`config.mk`:
```
export PLATFORM = sky130hd
export DESIGN_NAME = dtcu_timer_unit
export DESIGN_NICKNAME = d
export VERILOG_FILES = /design/src/common/dtcu_pkg.sv /design/src/logic/dtcu_pin_sync.sv /design/src/logic/dtcu_prescale.sv /design/src/logic/dtcu_timer_unit.sv
export SDC_FILE = /design/constraint.sdc
export NUM_CORES = 1
export LEC_CHECK = 0
export BUFFER_PORTS_ARGS = -buffer_cell sky130_fd_sc_hd__buf_2
export CORE_MARGIN = 8
export CORE_UTILIZATION = 53
export CTS_BUF_LIST = sky130_fd_sc_hd__clkbuf_8
export CTS_CLUSTER_SIZE = 30
export DETAILED_ROUTE_END_ITERATION = 8
export GPL_ROUTABILITY_DRIVEN = 1
export MAX_ROUTING_LAYER = met4
export PLACE_DENSITY = 0.79
export SKIP_CTS_REPAIR_TIMING = 1
export SLEW_MARGIN = 25
export SYNTH_ARGS = -nofsm -noshare
export SYNTH_HDL_FRONTEND = slang
export SYNTH_SLANG_ARGS = --single-unit
```
`constraint.sdc`:
```
create_clock -name pclk -period 1.85 [get_ports pclk]
set_clock_uncertainty 0.05 [all_clocks]
set_input_delay 0.37 -clock pclk [delete_from_list [all_inputs] [get_ports pclk]]
set_output_delay 0.37 -clock pclk [all_outputs]
set_load 0.02 [all_outputs]
```
`src/common/dtcu_pkg.sv`:
```
// Constants and types shared by the dual timer/counter unit.
// Assumes pclk is the crystal clock and APB registers sit one per word.
package dtcu_pkg;

    // Register indices; byte address is four times the index
    localparam logic [9:0] DTCU_RUN_IDX   = 10'h088;
    localparam logic [9:0] DTCU_MODE_IDX  = 10'h089;
    localparam logic [9:0] DTCU_LO0_IDX   = 10'h08A;
    localparam logic [9:0] DTCU_LO1_IDX   = 10'h08B;
    localparam logic [9:0] DTCU_HI0_IDX   = 10'h08C;
    localparam logic [9:0] DTCU_HI1_IDX   = 10'h08D;
    localparam logic [9:0] DTCU_PRE_IDX   = 10'h08E;

    // Reset values
    localparam logic [7:0] DTCU_MODE_RST  = 8'h00;
    localparam logic [7:0] DTCU_COUNT_RST = 8'h00;
    localparam logic [4:0] DTCU_PRE_RST   = 5'h00;

    // Field positions
    localparam int DTCU_RUN_OVF1_BIT = 7;
    localparam int DTCU_RUN_RUN1_BIT = 6;
    localparam int DTCU_RUN_OVF0_BIT = 5;
    localparam int DTCU_RUN_RUN0_BIT = 4;
    localparam int DTCU_PRE_SEL1_BIT = 1;
    localparam int DTCU_PRE_SEL0_BIT = 0;
    localparam int DTCU_PRE_LSB      = 3;

    // Slow prescale divisor of the crystal clock; fast tick phase in the low two count bits
    localparam logic [3:0] DTCU_DIV_SLOW = 4'd12;
    localparam logic [1:0] DTCU_DIV_FAST = 2'd3;

    typedef enum logic [1:0] {
        DTCU_MODE_13BIT  = 2'b00,
        DTCU_MODE_16BIT  = 2'b01,
        DTCU_MODE_RELOAD = 2'b10,
        DTCU_MODE_SPLIT  = 2'b11
    } dtcu_mode_t;

    typedef struct packed {
        logic       gate;
        logic       counter_sel;
        dtcu_mode_t mode;
    } dtcu_tmode_t;

    typedef struct packed {
        logic gate_pin_one;
        logic gate_pin_zero;
        logic count_pin_one;
        logic count_pin_zero;
    } dtcu_pins_t;

endpackage

```
`src/logic/dtcu_pin_sync.sv`:
```
// Two-stage synchronisers for the timer pins and falling-edge pulses.
// Assumes pins are asynchronous to pclk.
`timescale 1ns/1ns
module dtcu_pin_sync
    import dtcu_pkg::*;
(
    // Clock and reset
    input  wire logic pclk,
    input  wire logic presetn,
    // Pins
    input  dtcu_pins_t pins_async,
    // Synchronised levels and falling edges
    output dtcu_pins_t pins_level,
    output dtcu_pins_t pins_fall
);

    logic [3:0] meta_ff;
    logic [3:0] sync_ff;
    logic [3:0] last_ff;

    genvar gi;
    generate
        for (gi = 0; gi < 4; gi++) begin : g_pin
            always_ff @(posedge pclk or negedge presetn) begin
                if (!presetn) begin
                    meta_ff[gi] <= 1'b1;
                    sync_ff[gi] <= 1'b1;
                    last_ff[gi] <= 1'b1;
                end else begin
                    meta_ff[gi] <= pins_async[gi];
                    sync_ff[gi] <= meta_ff[gi];
                    last_ff[gi] <= sync_ff[gi];
                end
            end
        end
    endgenerate

    assign pins_level = dtcu_pins_t'(sync_ff);
    assign pins_fall  = dtcu_pins_t'(last_ff & ~sync_ff);

endmodule // dtcu_pin_sync

```
`src/logic/dtcu_prescale.sv`:
```
// Crystal prescaler: one-cycle ticks at crystal/12 and crystal/4.
// Assumes pclk is the crystal clock.
`timescale 1ns/1ns
module dtcu_prescale
    import dtcu_pkg::*;
(
    // Clock and reset
    input  wire logic pclk,
    input  wire logic presetn,
    // Ticks
    output logic      tick_slow,
    output logic      tick_fast
);

    logic [3:0] div_cnt_ff;
    logic [3:0] nxt_div_cnt;

    assign nxt_div_cnt = (div_cnt_ff == DTCU_DIV_SLOW - 4'd1) ? 4'd0 : div_cnt_ff + 4'd1;
    assign tick_slow   = (div_cnt_ff == DTCU_DIV_SLOW - 4'd1);
    // Twelve is a multiple of four, so the low bits mark every fourth cycle
    assign tick_fast   = (div_cnt_ff[1:0] == DTCU_DIV_FAST);

    always_ff @(posedge pclk or negedge presetn) begin
        if (!presetn) begin
            div_cnt_ff <= 4'd0;
        end else begin
            div_cnt_ff <= nxt_div_cnt;
        end
    end

endmodule // dtcu_prescale

```
`src/logic/dtcu_timer_unit.sv`:
```
// Dual 16-bit timer/counter unit with APB register access.
// Assumes pclk is the crystal clock and the interrupt controller pulses
// the vector acknowledges for one cycle.
`timescale 1ns/1ns

module dtcu_timer_unit
    import dtcu_pkg::*;
(
    // Clock and reset
    input  wire logic        pclk,
    input  wire logic        presetn,
    // APB slave
    input  wire logic [11:0] paddr,
    input  wire logic        psel,
    input  wire logic        penable,
    input  wire logic        pwrite,
    input  wire logic [31:0] pwdata,
    output logic      [31:0] prdata,
    output logic             pready,
    output logic             pslverr,
    // Timer pins
    input  dtcu_pins_t       pins,
    // Interrupt vector acknowledges
    input  wire logic        vec_ack_zero,
    input  wire logic        vec_ack_one,
    // Overflow flags
    output logic             overflow_flag_zero,
    output logic             overflow_flag_one
);

    ////////////////////////////////////////////////////////////////////////
    // Count step for modes 0 to 2; mode 3 returns the count unchanged

    function automatic logic [16:0] count_step(
        input dtcu_mode_t mode,
        input logic [7:0] low,
        input logic [7:0] high
    );
        logic [13:0] sum13;
        logic [16:0] sum16;
        logic [8:0]  sum8;
        sum13 = {1'b0, high, low[4:0]} + 14'h1;
        sum16 = {1'b0, high, low} + 17'h1;
        sum8  = {1'b0, low} + 9'h1;
        count_step = {1'b0, high, low};
        unique case (mode)
            DTCU_MODE_13BIT: begin
                count_step = {sum13[13], sum13[12:5], low[7:5], sum13[4:0]};
            end
            DTCU_MODE_16BIT: begin
                count_step = sum16;
            end
            DTCU_MODE_RELOAD: begin
                count_step = sum8[8] ? {1'b1, high, high} : {1'b0, high, sum8[7:0]};
            end
            DTCU_MODE_SPLIT: begin
                count_step = {1'b0, high, low};
            end
        endcase
    endfunction

    ////////////////////////////////////////////////////////////////////////
    // Registers

    logic [7:0]  mode_ctl_ff;
    logic [7:0]  cnt_lo0_ff;
    logic [7:0]  cnt_hi0_ff;
    logic [7:0]  cnt_lo1_ff;
    logic [7:0]  cnt_hi1_ff;
    logic [4:0]  pre_ctl_ff;
    logic        run0_ff;
    logic        run1_ff;
    logic        ovf0_ff;
    logic        ovf1_ff;
    logic [31:0] prdata_ff;
    logic        pready_ff;
    logic        pslverr_ff;

    ////////////////////////////////////////////////////////////////////////
    // Pins and prescaler

    dtcu_pins_t pin_level;
    dtcu_pins_t pin_fall;
    logic       tick_slow;
    logic       tick_fast;

    dtcu_pin_sync u_pin_sync (
        .pclk       (pclk),
        .presetn    (presetn),
        .pins_async (pins),
        .pins_level (pin_level),
        .pins_fall  (pin_fall)
    );

    dtcu_prescale u_prescale (
        .pclk      (pclk),
        .presetn   (presetn),
        .tick_slow (tick_slow),
        .tick_fast (tick_fast)
    );

    ////////////////////////////////////////////////////////////////////////
    // APB decode

    logic [9:0] a_idx;
    logic       aligned;
    logic       setup;
    logic       wr_en;
    logic       hit_run;
    logic       hit_mode;
    logic       hit_lo0;
    logic       hit_lo1;
    logic       hit_hi0;
    logic       hit_hi1;
    logic       hit_pre;
    logic       hit_any;
    logic [7:0] wbyte;

    assign a_idx     = paddr[11:2];
    assign aligned   = (paddr[1:0] == 2'h0);
    assign setup     = psel & ~penable;
    assign wr_en     = psel & penable & pready_ff & pwrite & ~pslverr_ff;
    assign hit_run   = aligned & (a_idx == DTCU_RUN_IDX);
    assign hit_mode  = aligned & (a_idx == DTCU_MODE_IDX);
    assign hit_lo0   = aligned & (a_idx == DTCU_LO0_IDX);
    assign hit_lo1   = aligned & (a_idx == DTCU_LO1_IDX);
    assign hit_hi0   = aligned & (a_idx == DTCU_HI0_IDX);
    assign hit_hi1   = aligned & (a_idx == DTCU_HI1_IDX);
    assign hit_pre   = aligned & (a_idx == DTCU_PRE_IDX);
    assign hit_any   = hit_run | hit_mode | hit_lo0 | hit_lo1 | hit_hi0 | hit_hi1 | hit_pre;
    assign wbyte     = pwdata[7:0];

    logic [7:0] run_view;
    logic [7:0] pre_view;
    logic [7:0] rd_byte;

    assign run_view   = {ovf1_ff, run1_ff, ovf0_ff, run0_ff, 4'h0};
    assign pre_view   = {pre_ctl_ff, 3'h0};
    assign rd_byte    = hit_run  ? run_view    :
                        hit_mode ? mode_ctl_ff :
                        hit_lo0  ? cnt_lo0_ff  :
                        hit_lo1  ? cnt_lo1_ff  :
                        hit_hi0  ? cnt_hi0_ff  :
                        hit_hi1  ? cnt_hi1_ff  :
                        hit_pre  ? pre_view    : 8'h00;

    ////////////////////////////////////////////////////////////////////////
    // Count enables

    dtcu_tmode_t mode0;
    dtcu_tmode_t mode1;
    logic        split0;
    logic        pre0;
    logic        pre1;
    logic        clk0;
    logic        clk1;
    logic        gate0_ok;
    logic        gate1_ok;
    logic        inc0;
    logic        inc1;
    logic        inc0_high;

    assign mode0    = dtcu_tmode_t'(mode_ctl_ff[3:0]);
    assign mode1    = dtcu_tmode_t'(mode_ctl_ff[7:4]);
    assign split0   = (mode0.mode == DTCU_MODE_SPLIT);
    assign pre0     = pre_ctl_ff[DTCU_PRE_SEL0_BIT] ? tick_fast : tick_slow;
    assign pre1     = pre_ctl_ff[DTCU_PRE_SEL1_BIT] ? tick_fast : tick_slow;
    assign clk0     = mode0.counter_sel ? pin_fall.count_pin_zero : pre0;
    assign clk1     = mode1.counter_sel ? pin_fall.count_pin_one : pre1;
    assign gate0_ok = ~mode0.gate | pin_level.gate_pin_zero;
    assign gate1_ok = ~mode1.gate | pin_level.gate_pin_one;
    assign inc0     = run0_ff & gate0_ok & clk0;
    // With timer 0 split, timer 1 run control belongs to the timer 0 high byte
    assign inc1     = (split0 | run1_ff) & gate1_ok & clk1 &
                      (mode1.mode != DTCU_MODE_SPLIT);
    assign inc0_high = split0 & run1_ff & pre0;

    ////////////////////////////////////////////////////////////////////////
    // Next count values

    logic [16:0] step0;
    logic [16:0] step1;
    logic [8:0]  split_low;
    logic [8:0]  split_high;
    logic [7:0]  nxt_cnt_lo0;
    logic [7:0]  nxt_cnt_hi0;
    logic [7:0]  nxt_cnt_lo1;
    logic [7:0]  nxt_cnt_hi1;
    logic        ovf0_evt;
    logic        ovf1_evt;

    assign step0      = count_step(mode0.mode, cnt_lo0_ff, cnt_hi0_ff);
    assign step1      = count_step(mode1.mode, cnt_lo1_ff, cnt_hi1_ff);
    assign split_low  = {1'b0, cnt_lo0_ff} + 9'h1;
    assign split_high = {1'b0, cnt_hi0_ff} + 9'h1;

    always_comb begin
        nxt_cnt_lo0 = cnt_lo0_ff;
        nxt_cnt_hi0 = cnt_hi0_ff;
        nxt_cnt_lo1 = cnt_lo1_ff;
        nxt_cnt_hi1 = cnt_hi1_ff;
        ovf0_evt    = 1'b0;
        ovf1_evt    = 1'b0;
        if (split0) begin
            if (inc0) begin
                nxt_cnt_lo0 = split_low[7:0];
                ovf0_evt    = split_low[8];
            end
            if (inc0_high) begin
                nxt_cnt_hi0 = split_high[7:0];
                ovf1_evt    = split_high[8];
            end
        end else if (inc0) begin
            {nxt_cnt_hi0, nxt_cnt_lo0} = step0[15:0];
            ovf0_evt                   = step0[16];
        end
        if (inc1) begin
            {nxt_cnt_hi1, nxt_cnt_lo1} = step1[15:0];
            ovf1_evt                   = ovf1_evt | (step1[16] & ~split0);
        end
        // Software writes win over counting in the same cycle
        if (wr_en & hit_lo0) begin
            nxt_cnt_lo0 = wbyte;
        end
        if (wr_en & hit_hi0) begin
            nxt_cnt_hi0 = wbyte;
        end
        if (wr_en & hit_lo1) begin
            nxt_cnt_lo1 = wbyte;
        end
        if (wr_en & hit_hi1) begin
            nxt_cnt_hi1 = wbyte;
        end
    end

    ////////////////////////////////////////////////////////////////////////
    // Flags and run controls

    logic wr_run;
    logic nxt_ovf0;
    logic nxt_ovf1;
    logic clr0;
    logic clr1;

    assign wr_run   = wr_en & hit_run;
    assign clr0     = vec_ack_zero | (wr_run & ~wbyte[DTCU_RUN_OVF0_BIT]);
    assign clr1     = vec_ack_one | (wr_run & ~wbyte[DTCU_RUN_OVF1_BIT]);
    // Overflow in the clearing cycle is kept
    assign nxt_ovf0 = ovf0_evt | (wr_run & wbyte[DTCU_RUN_OVF0_BIT]) |
                      (ovf0_ff & ~clr0);
    assign nxt_ovf1 = ovf1_evt | (wr_run & wbyte[DTCU_RUN_OVF1_BIT]) |
                      (ovf1_ff & ~clr1);

    ////////////////////////////////////////////////////////////////////////
    // State

    always_ff @(posedge pclk or negedge presetn) begin
        if (!presetn) begin
            cnt_lo0_ff <= DTCU_COUNT_RST;
            cnt_hi0_ff <= DTCU_COUNT_RST;
            cnt_lo1_ff <= DTCU_COUNT_RST;
            cnt_hi1_ff <= DTCU_COUNT_RST;
        end else begin
            cnt_lo0_ff <= nxt_cnt_lo0;
            cnt_hi0_ff <= nxt_cnt_hi0;
            cnt_lo1_ff <= nxt_cnt_lo1;
            cnt_hi1_ff <= nxt_cnt_hi1;
        end
    end

    always_ff @(posedge pclk or negedge presetn) begin
        if (!presetn) begin
            mode_ctl_ff <= DTCU_MODE_RST;
            pre_ctl_ff  <= DTCU_PRE_RST;
            run0_ff     <= 1'b0;
            run1_ff     <= 1'b0;
        end else begin
            if (wr_en & hit_mode) begin
                mode_ctl_ff <= wbyte;
            end
            if (wr_en & hit_pre) begin
                pre_ctl_ff <= wbyte[7:DTCU_PRE_LSB];
            end
            if (wr_run) begin
                run0_ff <= wbyte[DTCU_RUN_RUN0_BIT];
                run1_ff <= wbyte[DTCU_RUN_RUN1_BIT];
            end
        end
    end

    always_ff @(posedge pclk or negedge presetn) begin
        if (!presetn) begin
            ovf0_ff <= 1'b0;
            ovf1_ff <= 1'b0;
        end else begin
            ovf0_ff <= nxt_ovf0;
            ovf1_ff <= nxt_ovf1;
        end
    end

    ////////////////////////////////////////////////////////////////////////
    // APB answer: zero wait states, read data captured in the setup cycle

    always_ff @(posedge pclk or negedge presetn) begin
        if (!presetn) begin
            prdata_ff  <= 32'h0000_0000;
            pready_ff  <= 1'b0;
            pslverr_ff <= 1'b0;
        end else begin
            pready_ff  <= setup;
            pslverr_ff <= setup & ~hit_any;
            if (setup & ~pwrite) begin
                prdata_ff <= {24'h00_0000, rd_byte};
            end
        end
    end

    assign prdata             = prdata_ff;
    assign pready             = pready_ff;
    assign pslverr            = pslverr_ff;
    assign overflow_flag_zero = ovf0_ff;
    assign overflow_flag_one  = ovf1_ff;

endmodule // dtcu_timer_unit
```
==> impl_metrics.tcl <==
set metrics [dict create \
    h-tree-depth 3 \
    synth_enable_flop_cells 0 \
    start_util 0.538 \
    depth_of_the_most_critical_reg_to_reg_path 8 \
    route.detailed.vias_per_inst 6.06 \
    numPortBuffers 42 \
    postLayoutCoreUtil 0.727 \
    detailedRoute.firstPassIterationCount 6 \
    cts_tree "done" \
    critical_path.max_fanout 8 \
    maxSlewViolCount 0 \
    post_synth_inst_count 601 \
    post-route-period-util 1.12 \
    regToRegSetupSlack_ns -0.23 \
    drt_first_iter_violations 523 \
    rsz0062_at_grt "true" \
    failing_checks "setup timing" \
    insertedDiodeCount 0 \
    hold_class "primary input to flop" \
    hold_end "u_pin_sync.meta_ff[2]" \
    clock_path_buffers 2 \
    drive_gt1_frac 0.389 \
    via_count_of_the_first_global_routing_pass 5167 \
    startpoint_of_the_lowest_slack_hold_path "pins[2]" \
    ys_seq_elements 73 \
    tritoncts_buffer_count 9 \
    number_of_antenna_violations_at_the_first_check_in_global_routing 0 \
    grt_pass1_wl_mm 27.2 \
    vdd_drop_max_mv 0.556 \
    synth_top_cells_by_count "65 x sky130_fd_sc_hd__o21ai_0, 63 x sky130_fd_sc_hd__dfrtp_1, 63 x sky130_fd_sc_hd__nand2_1" \
    worst_ep_arrival_time_ns 2.26 \
    crit_path_largest_cell_delay_ns 0.40 \
    detailedPlace.worstSlack_ns -0.262 \
    place.gp.congestion 1.04 \
    ios 91 \
    grt.overflow.total 0 \
    layout_stage_area_growth_over_the_synthesis_result_pct 35.1 \
    wire_per_inst_um 20.1 \
    residual_drc_count 0 \
    dieWidth_um 115 \
    cts.sink_count 73 \
    design.die.area_um2 13200 \
    synth.area.top_cells "sky130_fd_sc_hd__dfrtp_1 31%, sky130_fd_sc_hd__o21ai_0 6.3%, sky130_fd_sc_hd__dfstp_2 5.1%" \
    clk_pin_slew_worst_paths_ns 0.09 \
    drt.antenna.violating_nets 0 \
    finalNetCount 832 \
    finalWirelength_mm 18.2 \
    final-hold-violation-count 0 \
    timing.hold.worst_path_depth 1 \
    run_status "complete, but fails checks" \
    setup_viol 22 \
    yosysTopAreaCellShare 0.305 \
    synth.avg_cell_area_um2 8.59 \
    asyncSetResetFlopFracSynth 1.00 \
    crit_required_ns 2.03 \
    vias 5496 \
    path_cells "ha_4, and2b_1, o21ai_4, a2111oi_4, buf_4, nor2_4, a211oi_1, o31ai_2" \
    min_tclk_post_route_ns 2.08 \
    postSynth.topFlopCell "sky130_fd_sc_hd__dfrtp_1" \
    cts_root_buf "sky130_fd_sc_hd__clkbuf_8" \
    fmax_mhz 481 \
    synth.yosys.seq_area_share 0.356 \
    multi_input_combinational_cell_area_um2 3340 \
    setup_slack_ns -0.228 \
    placementRows 36 \
    timing.max_cap.violations 0 \
    critical_path_class "flop to flop" \
    grt_use_total 0.276 \
    powerDensity_nw_per_um2 532 \
    critPathCaptureType "flop" \
    synth.yosys.warnings 0 \
    cp-start-kind "flop" \
    worst_skew_pair.late_latency_ns 0.35 \
    grt_start_max_net_pins 33 \
    critical_path.reg2reg.endpoint "cnt_hi0_ff[2]" \
    synth_area_um2 5160 \
    core_area_um2 9590 \
    synthMostInstantiatedCell "sky130_fd_sc_hd__o21ai_0" \
    fillerInstances 726 \
    dp_hpwl_mm 13.7 \
    synth_area_leader_cell "sky130_fd_sc_hd__dfrtp_1" \
    static_leak_nw 2.98 \
    die_h_um 115 \
    reg2reg_from "u_prescale.div_cnt_ff[1]" \
    yosysUniqueCellTypes 78 \
    timing.critical_path.slowest_stage_cell "sky130_fd_sc_hd__dfrtp_1" \
    sequential_cell_area_in_the_final_layout_um2 1840 \
]
[critical path, delay by kind of cell (launching register included)]
family / cells / cell delay, ns
compound gates: 4 / 0.89
buf+inv: 1 / 0.20
simple gates: 2 / 0.25
fa+ha+maj: 1 / 0.18
flops: 1 / 0.40
[layout make-up]
type / count / share of cell area
clock buffers: 9 / 0.0178
clock inverters: 7 / 0.0109
inverters: 16 / 0.00861
multi-input cells: 480 / 0.479
flip-flops and latches: 73 / 0.264
well taps: 133 / 0.0239
repair buffers: 189 / 0.195
[worst max path at each step]
stage	cells after the start	slack (ns)	to	from
4_1_cts	7	-0.28	cnt_hi0_ff[5]	u_prescale.div_cnt_ff[0]
6_report	8	-0.23	cnt_hi0_ff[2]	u_prescale.div_cnt_ff[1]
5_1_grt	8	-0.30	cnt_hi0_ff[4]	u_prescale.div_cnt_ff[1]
3_3_place_gp	6	-0.16	mode_ctl_ff[4]	paddr[0]
3_5_place_dp	7	-0.26	cnt_hi0_ff[5]	u_prescale.div_cnt_ff[0]
2_1_floorplan	7	-0.008	cnt_hi0_ff[6]	u_prescale.div_cnt_ff[0]
[through the flow]
| step | setup TNS (ns) | hold slack (ns) | cells | area [µm²] | total power, W |
|---|---|---|---|---|---|
| 5_1_grt | -4.52 | 0.0423 | 907 | 6980 | 0.00385 |
| 6_report | -2.23 | 0.0585 | 907 | 6980 | 0.00371 |
| 2_1_floorplan | -0.0171 | 0.0244 | 624 | 5280 | 0.00210 |
| 3_5_place_dp | -5.54 | 0.236 | 878 | 6340 | 0.00239 |
| 4_1_cts | -3.92 | -0.143 | 894 | 6540 | 0.00369 |
| 3_3_place_gp | -2.99 | 0.234 | 878 | 6340 | 0.00239 |
[power breakdown]
| part | leakage, nW | internal (W) | switching, W |
|---|---|---|---|
| logic | 2.05 | 0.000291 | 0.000418 |
| clock network | 0.0966 | 0.000635 | 0.000674 |
| registers | 0.839 | 0.00165 | 0.0000435 |
[flip-flops by register name (all words and copies together), names as in the netlist]
signal and flops:
cnt_hi0_ff 8, cnt_hi1_ff 8, cnt_lo0_ff 8, cnt_lo1_ff 8, mode_ctl_ff 8, overflow_flag_one 1
overflow_flag_zero 1, prdata 8, pre_ctl_ff 5, pready 1, pslverr 1, run0_ff 1
run1_ff 1, u_pin_sync.last_ff 2, u_pin_sync.meta_ff 4, u_pin_sync.pins_level 4, u_prescale.div_cnt_ff 4
[placed cells by master (no fill, tap or decap), types with 4 or more instances in the layout]
cell                       count
sky130_fd_sc_hd__mux2i_1       4
sky130_fd_sc_hd__a22oi_1       7
sky130_fd_sc_hd__mux2_2       12
sky130_fd_sc_hd__xnor2_1      13
sky130_fd_sc_hd__nand4_1      11
sky130_fd_sc_hd__buf_2        41
sky130_fd_sc_hd__dfstp_2      10
sky130_fd_sc_hd__buf_6         8
sky130_fd_sc_hd__and3_1        9
sky130_fd_sc_hd__nand2_1      61
sky130_fd_sc_hd__nor2_1       44
sky130_fd_sc_hd__inv_1        14
sky130_fd_sc_hd__o21ai_2       5
sky130_fd_sc_hd__o31ai_2       5
sky130_fd_sc_hd__xor2_1        8
sky130_fd_sc_hd__o22ai_1       7
sky130_fd_sc_hd__conb_1       24
sky130_fd_sc_hd__a21oi_1      29
sky130_fd_sc_hd__nor3_1        4
sky130_fd_sc_hd__o21ai_1      21
sky130_fd_sc_hd__a221oi_1      9
sky130_fd_sc_hd__nand2b_1      9
sky130_fd_sc_hd__dfrtp_1      60
sky130_fd_sc_hd__nor2_2        6
sky130_fd_sc_hd__buf_4       138
sky130_fd_sc_hd__a21o_1        4
sky130_fd_sc_hd__nor2b_1       7
sky130_fd_sc_hd__o21ai_0      41
sky130_fd_sc_hd__nor3_4        5
sky130_fd_sc_hd__a211oi_1      7
sky130_fd_sc_hd__clkbuf_8      9
sky130_fd_sc_hd__ha_4          6
sky130_fd_sc_hd__nand3_1      23
sky130_fd_sc_hd__a31oi_1       8
[cells by family (layout without fill, tap and decap cells)]
logic type               after synthesis  count (layout)  synth area share
flip-flops                            73              73             0.356
adder cells (fa/ha/maj)                8               8            0.0194
other                                  1              24          0.000726
AO/OA/AOI/OAI                        189             189             0.243
buffers and inverters                 71             221            0.0761
multiplexers                          16              16            0.0339
XOR/XNOR                              21              21            0.0356
AND/OR/NAND/NOR                      222             222             0.235
[metal layers]
metal	GRT usage	up-vias	part of all wire
li1	-	2501	-
met1	0.362	2633	0.42
met2	0.399	307	0.43
met3	0.0649	55	0.11
met4	0.117	0	0.040
met5	-	-	0
Power figures use the tool's default switching activity.
